File: src/hw/opu_defines.vh
// Constants of the one-time-programmable store programming UART.
// Included by the design files of this block only; holds definitions only.
`ifndef OPU_DEFINES_VH
`define OPU_DEFINES_VH

// ==========================================================================
// Register addresses
// ==========================================================================
`define OPU_ADDR_WORK_LAST   7'h07
`define OPU_ADDR_ANGLE       7'h10
`define OPU_ADDR_BURN        7'h41
`define OPU_ADDR_BIT_RATE    7'h42
`define OPU_ADDR_GO_FUNC     7'h60

// ==========================================================================
// Fields and reset values
// ==========================================================================
`define OPU_RNW_BIT          7
`define OPU_FUSE_BITS        128
`define OPU_WORDS            8
`define OPU_FACT_FIRST_WORD  7
`define OPU_USER_LOCK_BIT    0
`define OPU_FACT_LOCK_BIT    112
`define OPU_KEY_DEFAULT      16'h5A3C
`define OPU_BIT_RATE_RESET   16'h0000

// ==========================================================================
// Character layout and timing
// ==========================================================================
`define OPU_STOP_IDX         4'hA
`define OPU_PAR_IDX          4'h9
`define OPU_SYNC_FALLS       4'h3
`define OPU_GAP_BITS         4'h7
`define OPU_TIMEOUT_CYC      24'h013880
`define OPU_FIFO_DEPTH       4

`endif

File: src/hw/opu_uart.v
// Single-wire half-duplex programming UART with fuse working copy.
// Assumes an external pull-up on the line and fuse cells outside this block.
`include "opu_defines.vh"

module opu_uart #(
  parameter [23:0] TIMEOUT_CYC = `OPU_TIMEOUT_CYC,
  parameter [15:0] KEY         = `OPU_KEY_DEFAULT,
  parameter        FIFO_DEPTH  = `OPU_FIFO_DEPTH
) (
  // Clock and reset
  input  wire         sys_clk_i,
  input  wire         reset_i,
  // Shared programming line
  input  wire         line_i,
  output wire         line_o,
  output wire         line_oe_o,
  // Fuse cells
  input  wire [127:0] fuse_i,
  output wire [127:0] fuse_set_o,
  output wire         fuse_burn_o,
  // Sensor side
  input  wire [13:0]  angle_i,
  output wire [127:0] work_o,
  output wire         comm_mode_o
);

  localparam [2:0] S_IDLE = 3'h0;
  localparam [2:0] S_MEAS = 3'h1;
  localparam [2:0] S_SKIP = 3'h2;
  localparam [2:0] S_RXCH = 3'h3;
  localparam [2:0] S_GAP  = 3'h4;
  localparam [2:0] S_TX   = 3'h5;

  localparam [1:0] PH_SYNC = 2'h0;
  localparam [1:0] PH_CMD  = 2'h1;
  localparam [1:0] PH_LO   = 2'h2;
  localparam [1:0] PH_HI   = 2'h3;

  // ========================================================================
  // Line input synchroniser and edges
  // ========================================================================
  reg  s1_r;
  reg  s2_r;
  reg  s3_r;
  reg  rx_r;
  reg  rx_d_r;
  wire fall;
  wire rise;

  always @(posedge sys_clk_i or posedge reset_i)
  begin
    if (reset_i)
    begin
      s1_r   <= 1'b1;
      s2_r   <= 1'b1;
      s3_r   <= 1'b1;
      rx_r   <= 1'b1;
      rx_d_r <= 1'b1;
    end
    else
    begin
      s1_r   <= line_i;
      s2_r   <= s1_r;
      s3_r   <= s2_r;
      if (s2_r == s3_r)
        rx_r <= s3_r;
      rx_d_r <= rx_r;
    end
  end

  assign fall = rx_d_r & ~rx_r;
  assign rise = ~rx_d_r & rx_r;

  // ========================================================================
  // State
  // ========================================================================
  reg  [2:0]   state_r;
  reg  [1:0]   phase_r;
  reg  [15:0]  cnt_r;
  reg  [3:0]   idx_r;
  reg  [8:0]   sh_r;
  reg  [6:0]   addr_r;
  reg  [7:0]   lo_r;
  reg  [15:0]  baud_r;
  reg          manual_r;
  reg  [18:0]  meas_r;
  reg  [23:0]  to_cnt_r;
  reg          wr_en_r;
  reg  [15:0]  wr_data_r;
  reg          burn_r;
  reg  [127:0] set_r;
  reg          comm_r;
  reg          init_r;
  reg  [1:0]   push_cnt_r;

  wire [127:0] work_w;
  wire [127:0] burn_mask;
  wire [18:0]  meas_inc;
  wire [15:0]  rx_data;
  wire [1:0]   start_phase;
  wire         rx_watch;
  wire         user_lock;
  wire         fact_lock;
  wire         par_bad;
  wire [15:0]  half_bit;
  wire [15:0]  bit_last;

  assign user_lock   = fuse_i[`OPU_USER_LOCK_BIT];
  assign fact_lock   = fuse_i[`OPU_FACT_LOCK_BIT];
  assign meas_inc    = meas_r + 19'h00001;
  assign rx_data     = {sh_r[7:0], lo_r};
  assign start_phase = manual_r ? PH_CMD : PH_SYNC;
  assign half_bit    = {1'b0, baud_r[15:1]};
  assign bit_last    = baud_r - 16'h0001;
  assign par_bad     = ^sh_r;
  assign rx_watch    = ((state_r == S_IDLE) && (phase_r != start_phase))
                       || (state_r == S_MEAS) || (state_r == S_SKIP)
                       || (state_r == S_RXCH);

  // ========================================================================
  // Read data selection
  // ========================================================================
  reg  [15:0] rd_word;
  reg         rd_known;

  always @*
  begin
    rd_word  = 16'h0000;
    rd_known = 1'b0;
    if (addr_r <= `OPU_ADDR_WORK_LAST)
    begin
      rd_word  = work_w[{addr_r[2:0], 4'h0} +: 16];
      rd_known = 1'b1;
    end
    else if (addr_r == `OPU_ADDR_ANGLE)
    begin
      rd_word  = {2'b00, angle_i};
      rd_known = 1'b1;
    end
    else if (addr_r == `OPU_ADDR_BIT_RATE)
    begin
      rd_word  = baud_r;
      rd_known = 1'b1;
    end
  end

  function rd_ok;
    input [6:0] a;
    begin
      rd_ok = (a <= `OPU_ADDR_WORK_LAST) || (a == `OPU_ADDR_ANGLE)
              || (a == `OPU_ADDR_BIT_RATE);
    end
  endfunction

  // ========================================================================
  // Answer FIFO and transmitter wiring
  // ========================================================================
  wire       fifo_in_valid;
  wire       fifo_in_ready;
  wire [7:0] fifo_in_data;
  wire       fifo_out_valid;
  wire       fifo_out_ready;
  wire [7:0] fifo_out_data;
  reg        tx_busy_r;

  assign fifo_in_valid  = (state_r == S_GAP) && (push_cnt_r != 2'h2) && rd_known;
  assign fifo_in_data   = push_cnt_r[0] ? rd_word[15:8] : rd_word[7:0];
  assign fifo_out_ready = (state_r == S_TX) && !tx_busy_r;

  opu_fifo #(
    .W  (8),
    .D  (FIFO_DEPTH),
    .AW (2)
  ) u_fifo (
    .sys_clk_i   (sys_clk_i),
    .reset_i     (reset_i),
    .in_valid_i  (fifo_in_valid),
    .in_ready_o  (fifo_in_ready),
    .in_data_i   (fifo_in_data),
    .out_valid_o (fifo_out_valid),
    .out_ready_i (fifo_out_ready),
    .out_data_o  (fifo_out_data)
  );

  // ========================================================================
  // Protocol state machine
  // ========================================================================
  always @(posedge sys_clk_i or posedge reset_i)
  begin
    if (reset_i)
    begin
      state_r    <= S_IDLE;
      phase_r    <= PH_SYNC;
      cnt_r      <= 16'h0000;
      idx_r      <= 4'h0;
      sh_r       <= 9'h000;
      addr_r     <= 7'h00;
      lo_r       <= 8'h00;
      baud_r     <= `OPU_BIT_RATE_RESET;
      manual_r   <= 1'b0;
      meas_r     <= 19'h00000;
      to_cnt_r   <= 24'h000000;
      wr_en_r    <= 1'b0;
      wr_data_r  <= 16'h0000;
      burn_r     <= 1'b0;
      set_r      <= 128'h0;
      comm_r     <= 1'b0;
      init_r     <= 1'b0;
      push_cnt_r <= 2'h0;
    end
    else
    begin
      wr_en_r <= 1'b0;
      burn_r  <= 1'b0;
      init_r  <= 1'b1;
      if (!init_r)
        comm_r <= ~user_lock;
      if (fall || !rx_watch)
        to_cnt_r <= 24'h000000;
      else
        to_cnt_r <= to_cnt_r + 24'h000001;
      if (fifo_in_valid && fifo_in_ready)
        push_cnt_r <= push_cnt_r + 2'h1;

      if (rx_watch && (to_cnt_r == TIMEOUT_CYC))
      begin
        state_r <= S_IDLE;
        phase_r <= start_phase;
      end
      else
      begin
        case (state_r)
          S_IDLE:
          begin
            if (phase_r == PH_SYNC && manual_r)
              phase_r <= PH_CMD;
            if (fall && comm_r && init_r)
            begin
              idx_r <= 4'h0;
              if (phase_r == PH_SYNC && !manual_r)
              begin
                state_r <= S_MEAS;
                meas_r  <= 19'h00000;
              end
              else
              begin
                state_r <= S_RXCH;
                cnt_r   <= half_bit;
              end
            end
          end
          S_MEAS:
          begin
            meas_r <= meas_inc;
            if (fall)
            begin
              idx_r <= idx_r + 4'h1;
              if (idx_r == `OPU_SYNC_FALLS)
              begin
                baud_r  <= meas_inc[18:3];
                state_r <= S_SKIP;
              end
            end
          end
          S_SKIP:
          begin
            if (rise)
            begin
              state_r <= S_IDLE;
              phase_r <= PH_CMD;
            end
          end
          S_RXCH:
          begin
            if (cnt_r != 16'h0000)
              cnt_r <= cnt_r - 16'h0001;
            else
            begin
              cnt_r <= bit_last;
              idx_r <= idx_r + 4'h1;
              if (idx_r == 4'h0)
              begin
                if (rx_r)
                  state_r <= S_IDLE;
              end
              else if (idx_r <= `OPU_PAR_IDX)
                sh_r <= {rx_r, sh_r[8:1]};
              else if (!rx_r || par_bad)
              begin
                state_r <= S_IDLE;
                phase_r <= start_phase;
              end
              else
              begin
                state_r <= S_IDLE;
                case (phase_r)
                  PH_CMD:
                  begin
                    addr_r <= sh_r[6:0];
                    if (sh_r[`OPU_RNW_BIT])
                    begin
                      phase_r <= start_phase;
                      if (rd_ok(sh_r[6:0]))
                      begin
                        state_r    <= S_GAP;
                        cnt_r      <= half_bit;
                        idx_r      <= 4'h0;
                        push_cnt_r <= 2'h0;
                      end
                    end
                    else
                      phase_r <= PH_LO;
                  end
                  PH_LO:
                  begin
                    lo_r    <= sh_r[7:0];
                    phase_r <= PH_HI;
                  end
                  default:
                  begin
                    phase_r <= start_phase;
                    if (addr_r <= `OPU_ADDR_WORK_LAST)
                    begin
                      wr_en_r   <= 1'b1;
                      wr_data_r <= rx_data;
                    end
                    else if (addr_r == `OPU_ADDR_BURN && rx_data == KEY)
                    begin
                      burn_r <= 1'b1;
                      set_r  <= burn_mask;
                    end
                    else if (addr_r == `OPU_ADDR_GO_FUNC && rx_data == KEY)
                      comm_r <= 1'b0;
                    else if (addr_r == `OPU_ADDR_BIT_RATE)
                    begin
                      baud_r   <= rx_data;
                      manual_r <= (rx_data != 16'h0000);
                      phase_r  <= (rx_data != 16'h0000) ? PH_CMD : PH_SYNC;
                    end
                  end
                endcase
              end
            end
          end
          S_GAP:
          begin
            if (cnt_r != 16'h0000)
              cnt_r <= cnt_r - 16'h0001;
            else if (idx_r == `OPU_GAP_BITS)
            begin
              if (push_cnt_r == 2'h2)
                state_r <= S_TX;
            end
            else
            begin
              cnt_r <= bit_last;
              idx_r <= idx_r + 4'h1;
            end
          end
          S_TX:
          begin
            if (!tx_busy_r && !fifo_out_valid)
              state_r <= S_IDLE;
          end
          default:
            state_r <= S_IDLE;
        endcase
      end
    end
  end

  // ========================================================================
  // Transmitter
  // ========================================================================
  reg  [10:0] tx_sh_r;
  reg  [15:0] tx_cnt_r;
  reg  [3:0]  tx_idx_r;
  reg         oe_r;

  always @(posedge sys_clk_i or posedge reset_i)
  begin
    if (reset_i)
    begin
      tx_busy_r <= 1'b0;
      tx_sh_r   <= 11'h7FF;
      tx_cnt_r  <= 16'h0000;
      tx_idx_r  <= 4'h0;
      oe_r      <= 1'b0;
    end
    else if (!tx_busy_r)
    begin
      if (fifo_out_valid && fifo_out_ready)
      begin
        tx_sh_r   <= {1'b1, ^fifo_out_data, fifo_out_data, 1'b0};
        tx_busy_r <= 1'b1;
        tx_cnt_r  <= bit_last;
        tx_idx_r  <= 4'h0;
        oe_r      <= 1'b1;
      end
    end
    else if (tx_cnt_r != 16'h0000)
      tx_cnt_r <= tx_cnt_r - 16'h0001;
    else if (tx_idx_r == `OPU_STOP_IDX)
    begin
      tx_busy_r <= 1'b0;
      oe_r      <= 1'b0;
    end
    else
    begin
      tx_sh_r  <= {1'b1, tx_sh_r[10:1]};
      oe_r     <= ~tx_sh_r[1];
      tx_idx_r <= tx_idx_r + 4'h1;
      tx_cnt_r <= bit_last;
    end
  end

  // ========================================================================
  // Working copy words and burn mask
  // ========================================================================
  genvar w;
  generate
    for (w = 0; w < `OPU_WORDS; w = w + 1)
    begin : g_word
      reg  [15:0] word_r;
      wire        wr_open;
      wire        burn_open;

      assign wr_open   = ~user_lock & ((w < `OPU_FACT_FIRST_WORD) | ~fact_lock);
      assign burn_open = (w < `OPU_FACT_FIRST_WORD) ? ~user_lock : ~fact_lock;
      assign work_w[w*16 +: 16]    = word_r;
      assign burn_mask[w*16 +: 16] = word_r & ~fuse_i[w*16 +: 16]
                                     & {16{burn_open}};

      always @(posedge sys_clk_i or posedge reset_i)
      begin
        if (reset_i)
          word_r <= 16'h0000;
        else if (!init_r)
          word_r <= fuse_i[w*16 +: 16];
        else if (burn_r)
          word_r <= word_r | fuse_i[w*16 +: 16];
        else if (wr_en_r && addr_r[2:0] == w && wr_open)
          word_r <= wr_data_r;
      end
    end
  endgenerate

  // ========================================================================
  // Outputs
  // ========================================================================
  assign line_o      = 1'b0;
  assign line_oe_o   = oe_r;
  assign fuse_set_o  = set_r;
  assign fuse_burn_o = burn_r;
  assign work_o      = work_w;
  assign comm_mode_o = comm_r;

endmodule // opu_uart

File: src/hw/opu_fifo.v
// Small synchronous FIFO with valid and ready on both sides.
// Assumes one clock; depth is a power of two matching the pointer width.
module opu_fifo #(
  parameter W  = 8,
  parameter D  = 4,
  parameter AW = 2
) (
  // Clock and reset
  input  wire          sys_clk_i,
  input  wire          reset_i,
  // Fill side
  input  wire          in_valid_i,
  output wire          in_ready_o,
  input  wire [W-1:0]  in_data_i,
  // Drain side
  output wire          out_valid_o,
  input  wire          out_ready_i,
  output wire [W-1:0]  out_data_o
);

  reg  [W-1:0]  mem_r [0:D-1];
  reg  [AW-1:0] wr_ptr_r;
  reg  [AW-1:0] rd_ptr_r;
  reg  [AW:0]   level_r;
  wire          push;
  wire          pop;

  localparam [AW:0] FULL_LEVEL = D[AW:0];

  assign in_ready_o  = (level_r != FULL_LEVEL);
  assign out_valid_o = (level_r != {(AW+1){1'b0}});
  assign out_data_o  = mem_r[rd_ptr_r];
  assign push        = in_valid_i & in_ready_o;
  assign pop         = out_valid_o & out_ready_i;

  // ========================================================================
  // Storage
  // ========================================================================
  always @(posedge sys_clk_i)
  begin
    if (push)
      mem_r[wr_ptr_r] <= in_data_i;
  end

  // ========================================================================
  // Pointers and level
  // ========================================================================
  always @(posedge sys_clk_i or posedge reset_i)
  begin
    if (reset_i)
    begin
      wr_ptr_r <= {AW{1'b0}};
      rd_ptr_r <= {AW{1'b0}};
      level_r  <= {(AW+1){1'b0}};
    end
    else
    begin
      if (push)
        wr_ptr_r <= wr_ptr_r + {{(AW-1){1'b0}}, 1'b1};
      if (pop)
        rd_ptr_r <= rd_ptr_r + {{(AW-1){1'b0}}, 1'b1};
      if (push && !pop)
        level_r <= level_r + {{AW{1'b0}}, 1'b1};
      else if (pop && !push)
        level_r <= level_r - {{AW{1'b0}}, 1'b1};
    end
  end

endmodule // opu_fifo

File: config.mk
export PLATFORM = sky130hd
export DESIGN_NAME = opu_uart
export DESIGN_NICKNAME = d
export VERILOG_FILES = /design/src/hw/opu_uart.v /design/src/hw/opu_fifo.v
export VERILOG_INCLUDE_DIRS = /design/src /design/src/hw
export SDC_FILE = /design/constraint.sdc
export NUM_CORES = 1
export LEC_CHECK = 0
export ABC_AREA = 1
export CAP_MARGIN = 20
export CORE_ASPECT_RATIO = 1.5
export CORE_MARGIN = 5
export CORE_UTILIZATION = 60
export DETAILED_ROUTE_END_ITERATION = 6
export DONT_BUFFER_PORTS = 1
export PLACE_DENSITY = 0.76
export SYNTH_ARGS = -nofsm -noshare
export SYNTH_HDL_FRONTEND = slang
export SYNTH_SLANG_ARGS = --single-unit
export TNS_END_PERCENT = 10
File: constraint.sdc
create_clock -name sys_clk_i -period 16.83 [get_ports sys_clk_i]
set_input_delay 0.8415 -clock sys_clk_i [delete_from_list [all_inputs] [get_ports sys_clk_i]]
set_output_delay 0.8415 -clock sys_clk_i [all_outputs]
set_load 0.01 [all_outputs]
==> impl_metrics.toml, run 1 <==
[power_and_ir_drop]
p_comb_share_pct = 20.0
p_per_area_mw_per_mm2 = 114
power_frac_clock_pct = 35.9
ir_drop_v = 0.000114
power.leakage_nw = 11.7
power.share.switching_pct = 33.2
p_total_mw = 2.93
p_sw_uw = 974
seq_power_share_pct = 44.1
internal_power_mw = 1.96

[routing]
drt_iter0_drc = 2860
dr.pass1.iters = 6
wl_per_cell_um = 25.3
vias_per_cell = 6.42
drc = 0
vias = 22200
wl_mm = 87.6
ant_nets = 0

[synth]
yosysSeqAreaShare_pct = 48.9
synth-edff-count = 32
synth-seq-cells = 462
synth_top_area_share_pct = 43.3
synthCells = 2989
avgSynthCellArea_um2 = 8.04
yosysTopAreaCell = "dfrtp_1"
syn_nets = 3167
synthArstFlopShare_pct = 93.1
yosys-top-cells-area = "dfrtp_1 (43%), nand2_1 (13%), inv_1 (4.7%)"
synth_cell_type_count = 57
yosysWarnings = 0
syn-cell-area_mm2 = 0.0240
synthFlopType = "dfrtp_1"

[sta]
hold_viol = 0
setup_viol = 0
finalCriticalPeriod_ns = 3.76
timing.final.ws_setup_ns = 13.07
tightest_slew_ns = 1.16
clock_skew_ns = 0.0329
rsz0062_at_grt = "no"
maxSlewHeadroom_pct = 22.6
fin_setup_tns_ns = 0
drv_slew = 0
clock.fmax_ghz = 0.266
period_share_pct = 22.4

[worst_setup_path]
worstPathMaxFanout = 143
cp_data_arrival_time_ns = 4.24
slowest_stage = "buf_4"
crit_chain = "nor2_1, inv_2, nor3_2, inv_1, nand2_1, nor4_4, nand2_8, buf_4, nand2_1, o21ai_1"
critPathTopFamily = "simple AND/OR/NAND/NOR gates"
start_kind = "flop"
path_buf_inv = 3
end_kind = "flop"
cp_common_cell = "nand2_1"
r2r_start = "addr_r[6]"
r2r_setup_slack_ns = 13.07
max_stage_delay_ns = 0.90
crit_required_ns = 17.31
crit_type = "flop to flop"
timing.rr.end = "fuse_set_o[118]"
reg2reg_depth = 10

[die]
dieArea_mm2 = 0.0442
start_util_pct = 60.8
core_area_mm2 = 0.0395
fp.dieH_um = 255
io_pins = 405
die_w_um = 173
rows = 89

[cts]
cts_tree = "built"
ctsResizeCount = 0
insertion_delay_ns = 0.59
h-tree-depth = 2
numCtsBuffers = 45
hold_buffers = 0
clk_path_buf_depth = 3
root_buffer = "clkbuf_16"
clock-sinks = 462
cts_setup_buffers = 0
clk_pin_slew_ns = 0.06

[global_route]
grt_antenna_before_repair = 6
grt_pass1_vias = 21300
grt_usage_pct = 38.4
grt_max_degree = 144
grt_pass1_wl_mm = 131
overflow = 0

[layout]
drive_above_1_share_pct = 5.37
fillers = 3407
design_area_mm2 = 0.0258
most-common-layout-cells = "nand2_1 (803), dfrtp_1 (416), inv_1 (300)"
syn2layout_area_growth_pct = 7.19
fin_nets = 3105
final_common_cell = "nand2_1"

[outcome]
status = "completed"

[worst_hold_path]
worstHoldPathType = "input pin to flop"
worstHoldEndpoint = "s1_r"
holdPathStages = 0
hold_start = "line_i"

[placement]
place_ws_ns = 13.15
dpl.hpwl_mm = 65.7
gp_congestion = 1.08
postPlaceCellArea_mm2 = 0.0242
io_buffers = 0

[run]
drv_cap = 0
==> worst reg2reg max path, stage by stage (launching register included) <==
cell,delay [ns]
dfrtp_1,0.40
nor2_1,0.14
inv_2,0.06
nor3_2,0.59
inv_1,0.36
nand2_1,0.20
nor4_4,0.08
nand2_8,0.49
buf_4,0.95
nand2_1,0.27
o21ai_1,0.14
==> per-layer routing <==
metal | up-vias | track usage [%] | part of all wire [%]
met2 | 1397 | 63.9 | 47
met3 | 435 | 11.6 | 10
met5 | - | 0 | 0.039
met4 | 4 | 28.5 | 9.5
li1 | 9887 | - | -
met1 | 10500 | 41.7 | 33
==> stage by stage <==
stage	utilization, %	hold WS [ns]	std cells
2_1_floorplan	-	0.345	2989
3_3_place_gp	61.1	0.358	3374
3_5_place_dp	61.1	0.365	3375
4_1_cts	65.0	0.251	3455
5_1_grt	65.1	0.251	3460
6_report	65.1	0.269	3462
==> flip-flops by register name, indices dropped and copies added (netlist names), 2 cells and up <==
name             count
push_cnt_r           2
idx_r                4
phase_r              2
baud_r              16
u_fifo.rd_ptr_r      2
g_word.word_r      128
state_r              3
u_fifo.mem_r        32
sh_r                 9
to_cnt_r            24
wr_data_r           16
cnt_r               16
u_fifo.wr_ptr_r      2
tx_sh_r              9
lo_r                 8
meas_r              19
u_fifo.level_r       3
addr_r               7
tx_cnt_r            16
fuse_set_o         128
tx_idx_r             4
==> worst max path at each step <==
| stage | from | to | slack [ns] | cells after the start |
|---|---|---|---|---|
| 2_1_floorplan | reset_i | addr_r[0] | 4.04 | 1 |
| 5_1_grt | addr_r[5] | fuse_set_o[111] | 12.68 | 10 |
| 4_1_cts | addr_r[6] | fuse_set_o[118] | 13.13 | 10 |
| 3_5_place_dp | addr_r[6] | fuse_set_o[118] | 13.15 | 10 |
| 3_3_place_gp | addr_r[6] | fuse_set_o[121] | 13.31 | 10 |
| 6_report | addr_r[6] | fuse_set_o[118] | 13.07 | 10 |
==> area by class of cell <==
class | count | area [µm²] | area share, %
sequential | 462 | 11700 | 45.6
tap | 500 | 626 | 2.43
antenna | 2 | 5.00 | 0.0194
clock buffer | 61 | 1280 | 4.96
inverter | 313 | 1180 | 4.60
timing repair buffer | 26 | 223 | 0.865
clock inverter | 19 | 235 | 0.913
multi-input combinational | 2079 | 10500 | 40.6
==> Yosys cell counts, types with 3 or more instances <==
| master | count |
|---|---|
| a211oi_1 | 4 |
| a21boi_1 | 9 |
| a21oi_1 | 56 |
| a221oi_1 | 7 |
| a31oi_1 | 8 |
| buf_1 | 9 |
| buf_2 | 24 |
| buf_4 | 11 |
| buf_6 | 12 |
| clkbuf_1 | 79 |
| clkinv_1 | 3 |
| dfrtp_1 | 416 |
| dfstp_2 | 14 |
| edfxtp_1 | 32 |
| ha_1 | 32 |
| inv_1 | 301 |
| inv_2 | 9 |
| nand2_1 | 803 |
| nand3_1 | 135 |
| nand3_2 | 3 |
| nand3b_1 | 4 |
| nand4_1 | 22 |
| nor2_1 | 291 |
| nor2_2 | 8 |
| nor3_1 | 42 |
| nor3_2 | 4 |
| nor4_1 | 10 |
| o2111ai_1 | 6 |
| o211ai_1 | 61 |
| o21ai_0 | 182 |
| o21ai_1 | 133 |
| o21ai_2 | 12 |
| o221ai_1 | 99 |
| o22ai_1 | 54 |
| o311ai_0 | 9 |
| xnor2_1 | 10 |
| xor2_1 | 48 |
==> power groups by stage <==
stage	registers (mW)	clock network, mW	logic [mW]
floorplan	1.27	0	0.412
global placement	1.31	0	0.559
detailed placement	1.31	0	0.572
CTS	1.29	1.06	0.575
global route	1.30	1.11	0.646
finish	1.29	1.05	0.585
==> logic make-up after synthesis <==
group / synth area share, %
and+or+nand+nor: 22.6
AOI/OAI and AO/OA: 16.9
buffers and inverters: 7.67
other: 0.0313
adders and majority gates: 1.79
xor gates and xnor gates: 2.11
DFF: 48.9
Power figures use the tool's default switching activity.
==> run 2, diff against run 1 <==
--- a/config.mk
+++ b/config.mk
@@ -10,7 +10,7 @@
 export CAP_MARGIN = 20
 export CORE_ASPECT_RATIO = 1.5
 export CORE_MARGIN = 5
-export CORE_UTILIZATION = 60
+export CORE_UTILIZATION = 58
 export DETAILED_ROUTE_END_ITERATION = 6
 export DONT_BUFFER_PORTS = 1
 export PLACE_DENSITY = 0.76
==> constraint.sdc (replaced) <==
create_clock -name sys_clk_i -period 3.15 [get_ports sys_clk_i]
set_input_delay 0.1575 -clock sys_clk_i [delete_from_list [all_inputs] [get_ports sys_clk_i]]
set_output_delay 0.1575 -clock sys_clk_i [all_outputs]
set_load 0.01 [all_outputs]
==> run 2 against run 1 <==
Net effect:
- the run now ends with design-rule violations left
- via count is 4.5% higher
- worst setup slack worse by 13 ns
- utilization is 2.3 points higher
- fmax is 37% higher
- worst hold slack worse by 0.24 ns
- flip-flop and latch count stayed put
- first-iteration DRC count is 2.4% lower
- critical path depth is 3 higher
- critical endpoint is now u_fifo.level_r[2]
==> impl_metrics.toml, run 2 (same netlist as run 1, synthesis figures left out) <==
[routing]
drc = 1
vias = 23200
ant_nets = 0
wl_per_cell_um = 24.9
drt_iter0_drc = 2790
wl_mm = 92.6
dr.pass1.iters = 7
vias_per_cell = 6.24

[sta]
clock.fmax_ghz = 0.365
setup_viol = 0
clock_skew_ns = 0.0377
rsz0062_at_grt = "no"
holdWs_ns = 0.0298
maxSlewHeadroom_pct = 23.6
drv_slew = 0
period_share_pct = 87.0
finalCriticalPeriod_ns = 2.74
tightest_slew_ns = 1.14
fin_setup_tns_ns = 0
hold_viol = 0

[cts]
clk_pin_slew_ns = 0.07
numCtsBuffers = 44
ctsResizeCount = 0
clk_path_buf_depth = 3
insertion_delay_ns = 0.60
cts_setup_buffers = 0
h-tree-depth = 2
clock-sinks = 462
hold_buffers = 131
root_buffer = "clkbuf_16"
cts_tree = "built"

[power_and_ir_drop]
p_per_area_mw_per_mm2 = 573
power_frac_clock_pct = 35.1
power.share.switching_pct = 33.1
ir_drop_v = 0.000716
p_sw_mw = 5.26
p_comb_share_pct = 21.4
power.leakage_nw = 12.6
seq_power_share_pct = 43.6
internal_power_mw = 10.6

[die]
rows = 91
dieArea_mm2 = 0.0457
die_w_um = 176
start_util_pct = 58.5
io_pins = 405
fp.dieH_um = 259
core_area_mm2 = 0.0411

[global_route]
grt_pass1_wl_mm = 139
grt_max_degree = 108
grt_pass1_vias = 23000
overflow = 0
grt_antenna_before_repair = 4
grt_usage_pct = 39.5

[worst_setup_path]
reg2reg_depth = 13
worstPathMaxFanout = 12
cp_data_arrival_time_ns = 3.24
timing.rr.end = "u_fifo.level_r[2]"
crit_required_ns = 3.64
crit_type = "flop to flop"
start_kind = "flop"
r2r_start = "push_cnt_r[0]"
r2r_setup_slack_ns = 0.41
end_kind = "flop"

[placement]
gp_congestion = 0.973
postPlaceCellArea_mm2 = 0.0249
io_buffers = 0
dpl.hpwl_mm = 68.3

[layout]
fin_nets = 3302
design_area_mm2 = 0.0277
final_common_cell = "nand2_1"
drive_above_1_share_pct = 6.94
syn2layout_area_growth_pct = 15.4
most-common-layout-cells = "nand2_1 (803), dfrtp_1 (416), inv_1 (300)"

[worst_hold_path]
worstHoldPathType = "input pin to flop"
holdPathStages = 5
worstHoldEndpoint = "g_word[4].word_r[15]"
hold_start = "fuse_i[0]"

[run]
drv_cap = 0

[outcome]
status = "finished, violations left"
violations = "design-rule violations"
-- run 2: metrics by stage --
| step | power [mW] | setup WS [ns] | cells | utilization [%] |
|---|---|---|---|---|
| floorplan | 8.99 | -2.80 | 2989 | - |
| global route | 16.5 | 0.174 | 3715 | 67.4 |
| global placement | 10.1 | 0.482 | 3501 | 60.5 |
| detailed placement | 10.1 | 0.478 | 3502 | 60.6 |
| CTS | 15.8 | 0.463 | 3710 | 67.4 |
| finish | 15.9 | 0.409 | 3719 | 67.5 |
-- run 2: power by group through the flow --
| stage | clock (mW) | sequential, mW | combinational [mW] |
|---|---|---|---|
| global route | 5.82 | 6.95 | 3.74 |
| global placement | 0 | 6.99 | 3.08 |
| finish | 5.57 | 6.92 | 3.39 |
| CTS | 5.59 | 6.89 | 3.36 |
| floorplan | 0 | 6.79 | 2.20 |
| detailed placement | 0 | 7.00 | 3.14 |
-- run 2: cell type report --
class                           count  area, µm²
Sequential cell                   462      11700
Tap cell                          558        698
Multi-Input combinational cell   2079      10500
Timing Repair Buffer              224       2160
Clock buffer                       59       1230
Antenna cell                        6       15.0
Clock inverter                     18        245
Fill cell                        3325      13400
Inverter                          313       1180
-- run 2: worst max-delay path, stage by stage, from the launching register on --
cell and delay, ns:
dfrtp_1 0.59, inv_1 0.13, ha_1 0.26, or2_0 0.26
a31oi_1 0.15, nand2_1 0.13, inv_2 0.10, ha_1 0.15
inv_1 0.08, fa_1 0.45, nor2_1 0.11, nor2_1 0.04
nand2_1 0.07, xor2_1 0.14
-- run 2: worst max-delay path by stage --
stage	cells past startpoint	slack, ns	end	startpoint
final	13	0.41	u_fifo.level_r[2]	push_cnt_r[0]
after global placement	15	0.48	u_fifo.level_r[2]	state_r[1]
after CTS	15	0.46	u_fifo.level_r[2]	state_r[1]
after global routing	13	0.17	addr_r[1]	sh_r[1]
after floorplan	1	-2.80	addr_r[0]	reset_i
after detailed placement	15	0.48	u_fifo.level_r[2]	state_r[1]
-- run 2: per-layer routing --
metal  routed length [µm]  track usage, %  vias up  part of all wire, %
li1                     -               -    10300                    -
met1                29700            43.0    10900                   32
met2                43600            64.9     1527                   47
met3                 9990            10.4      491                   11
met4                 9360            30.8        0                   10
met5                    0               0        -                    0
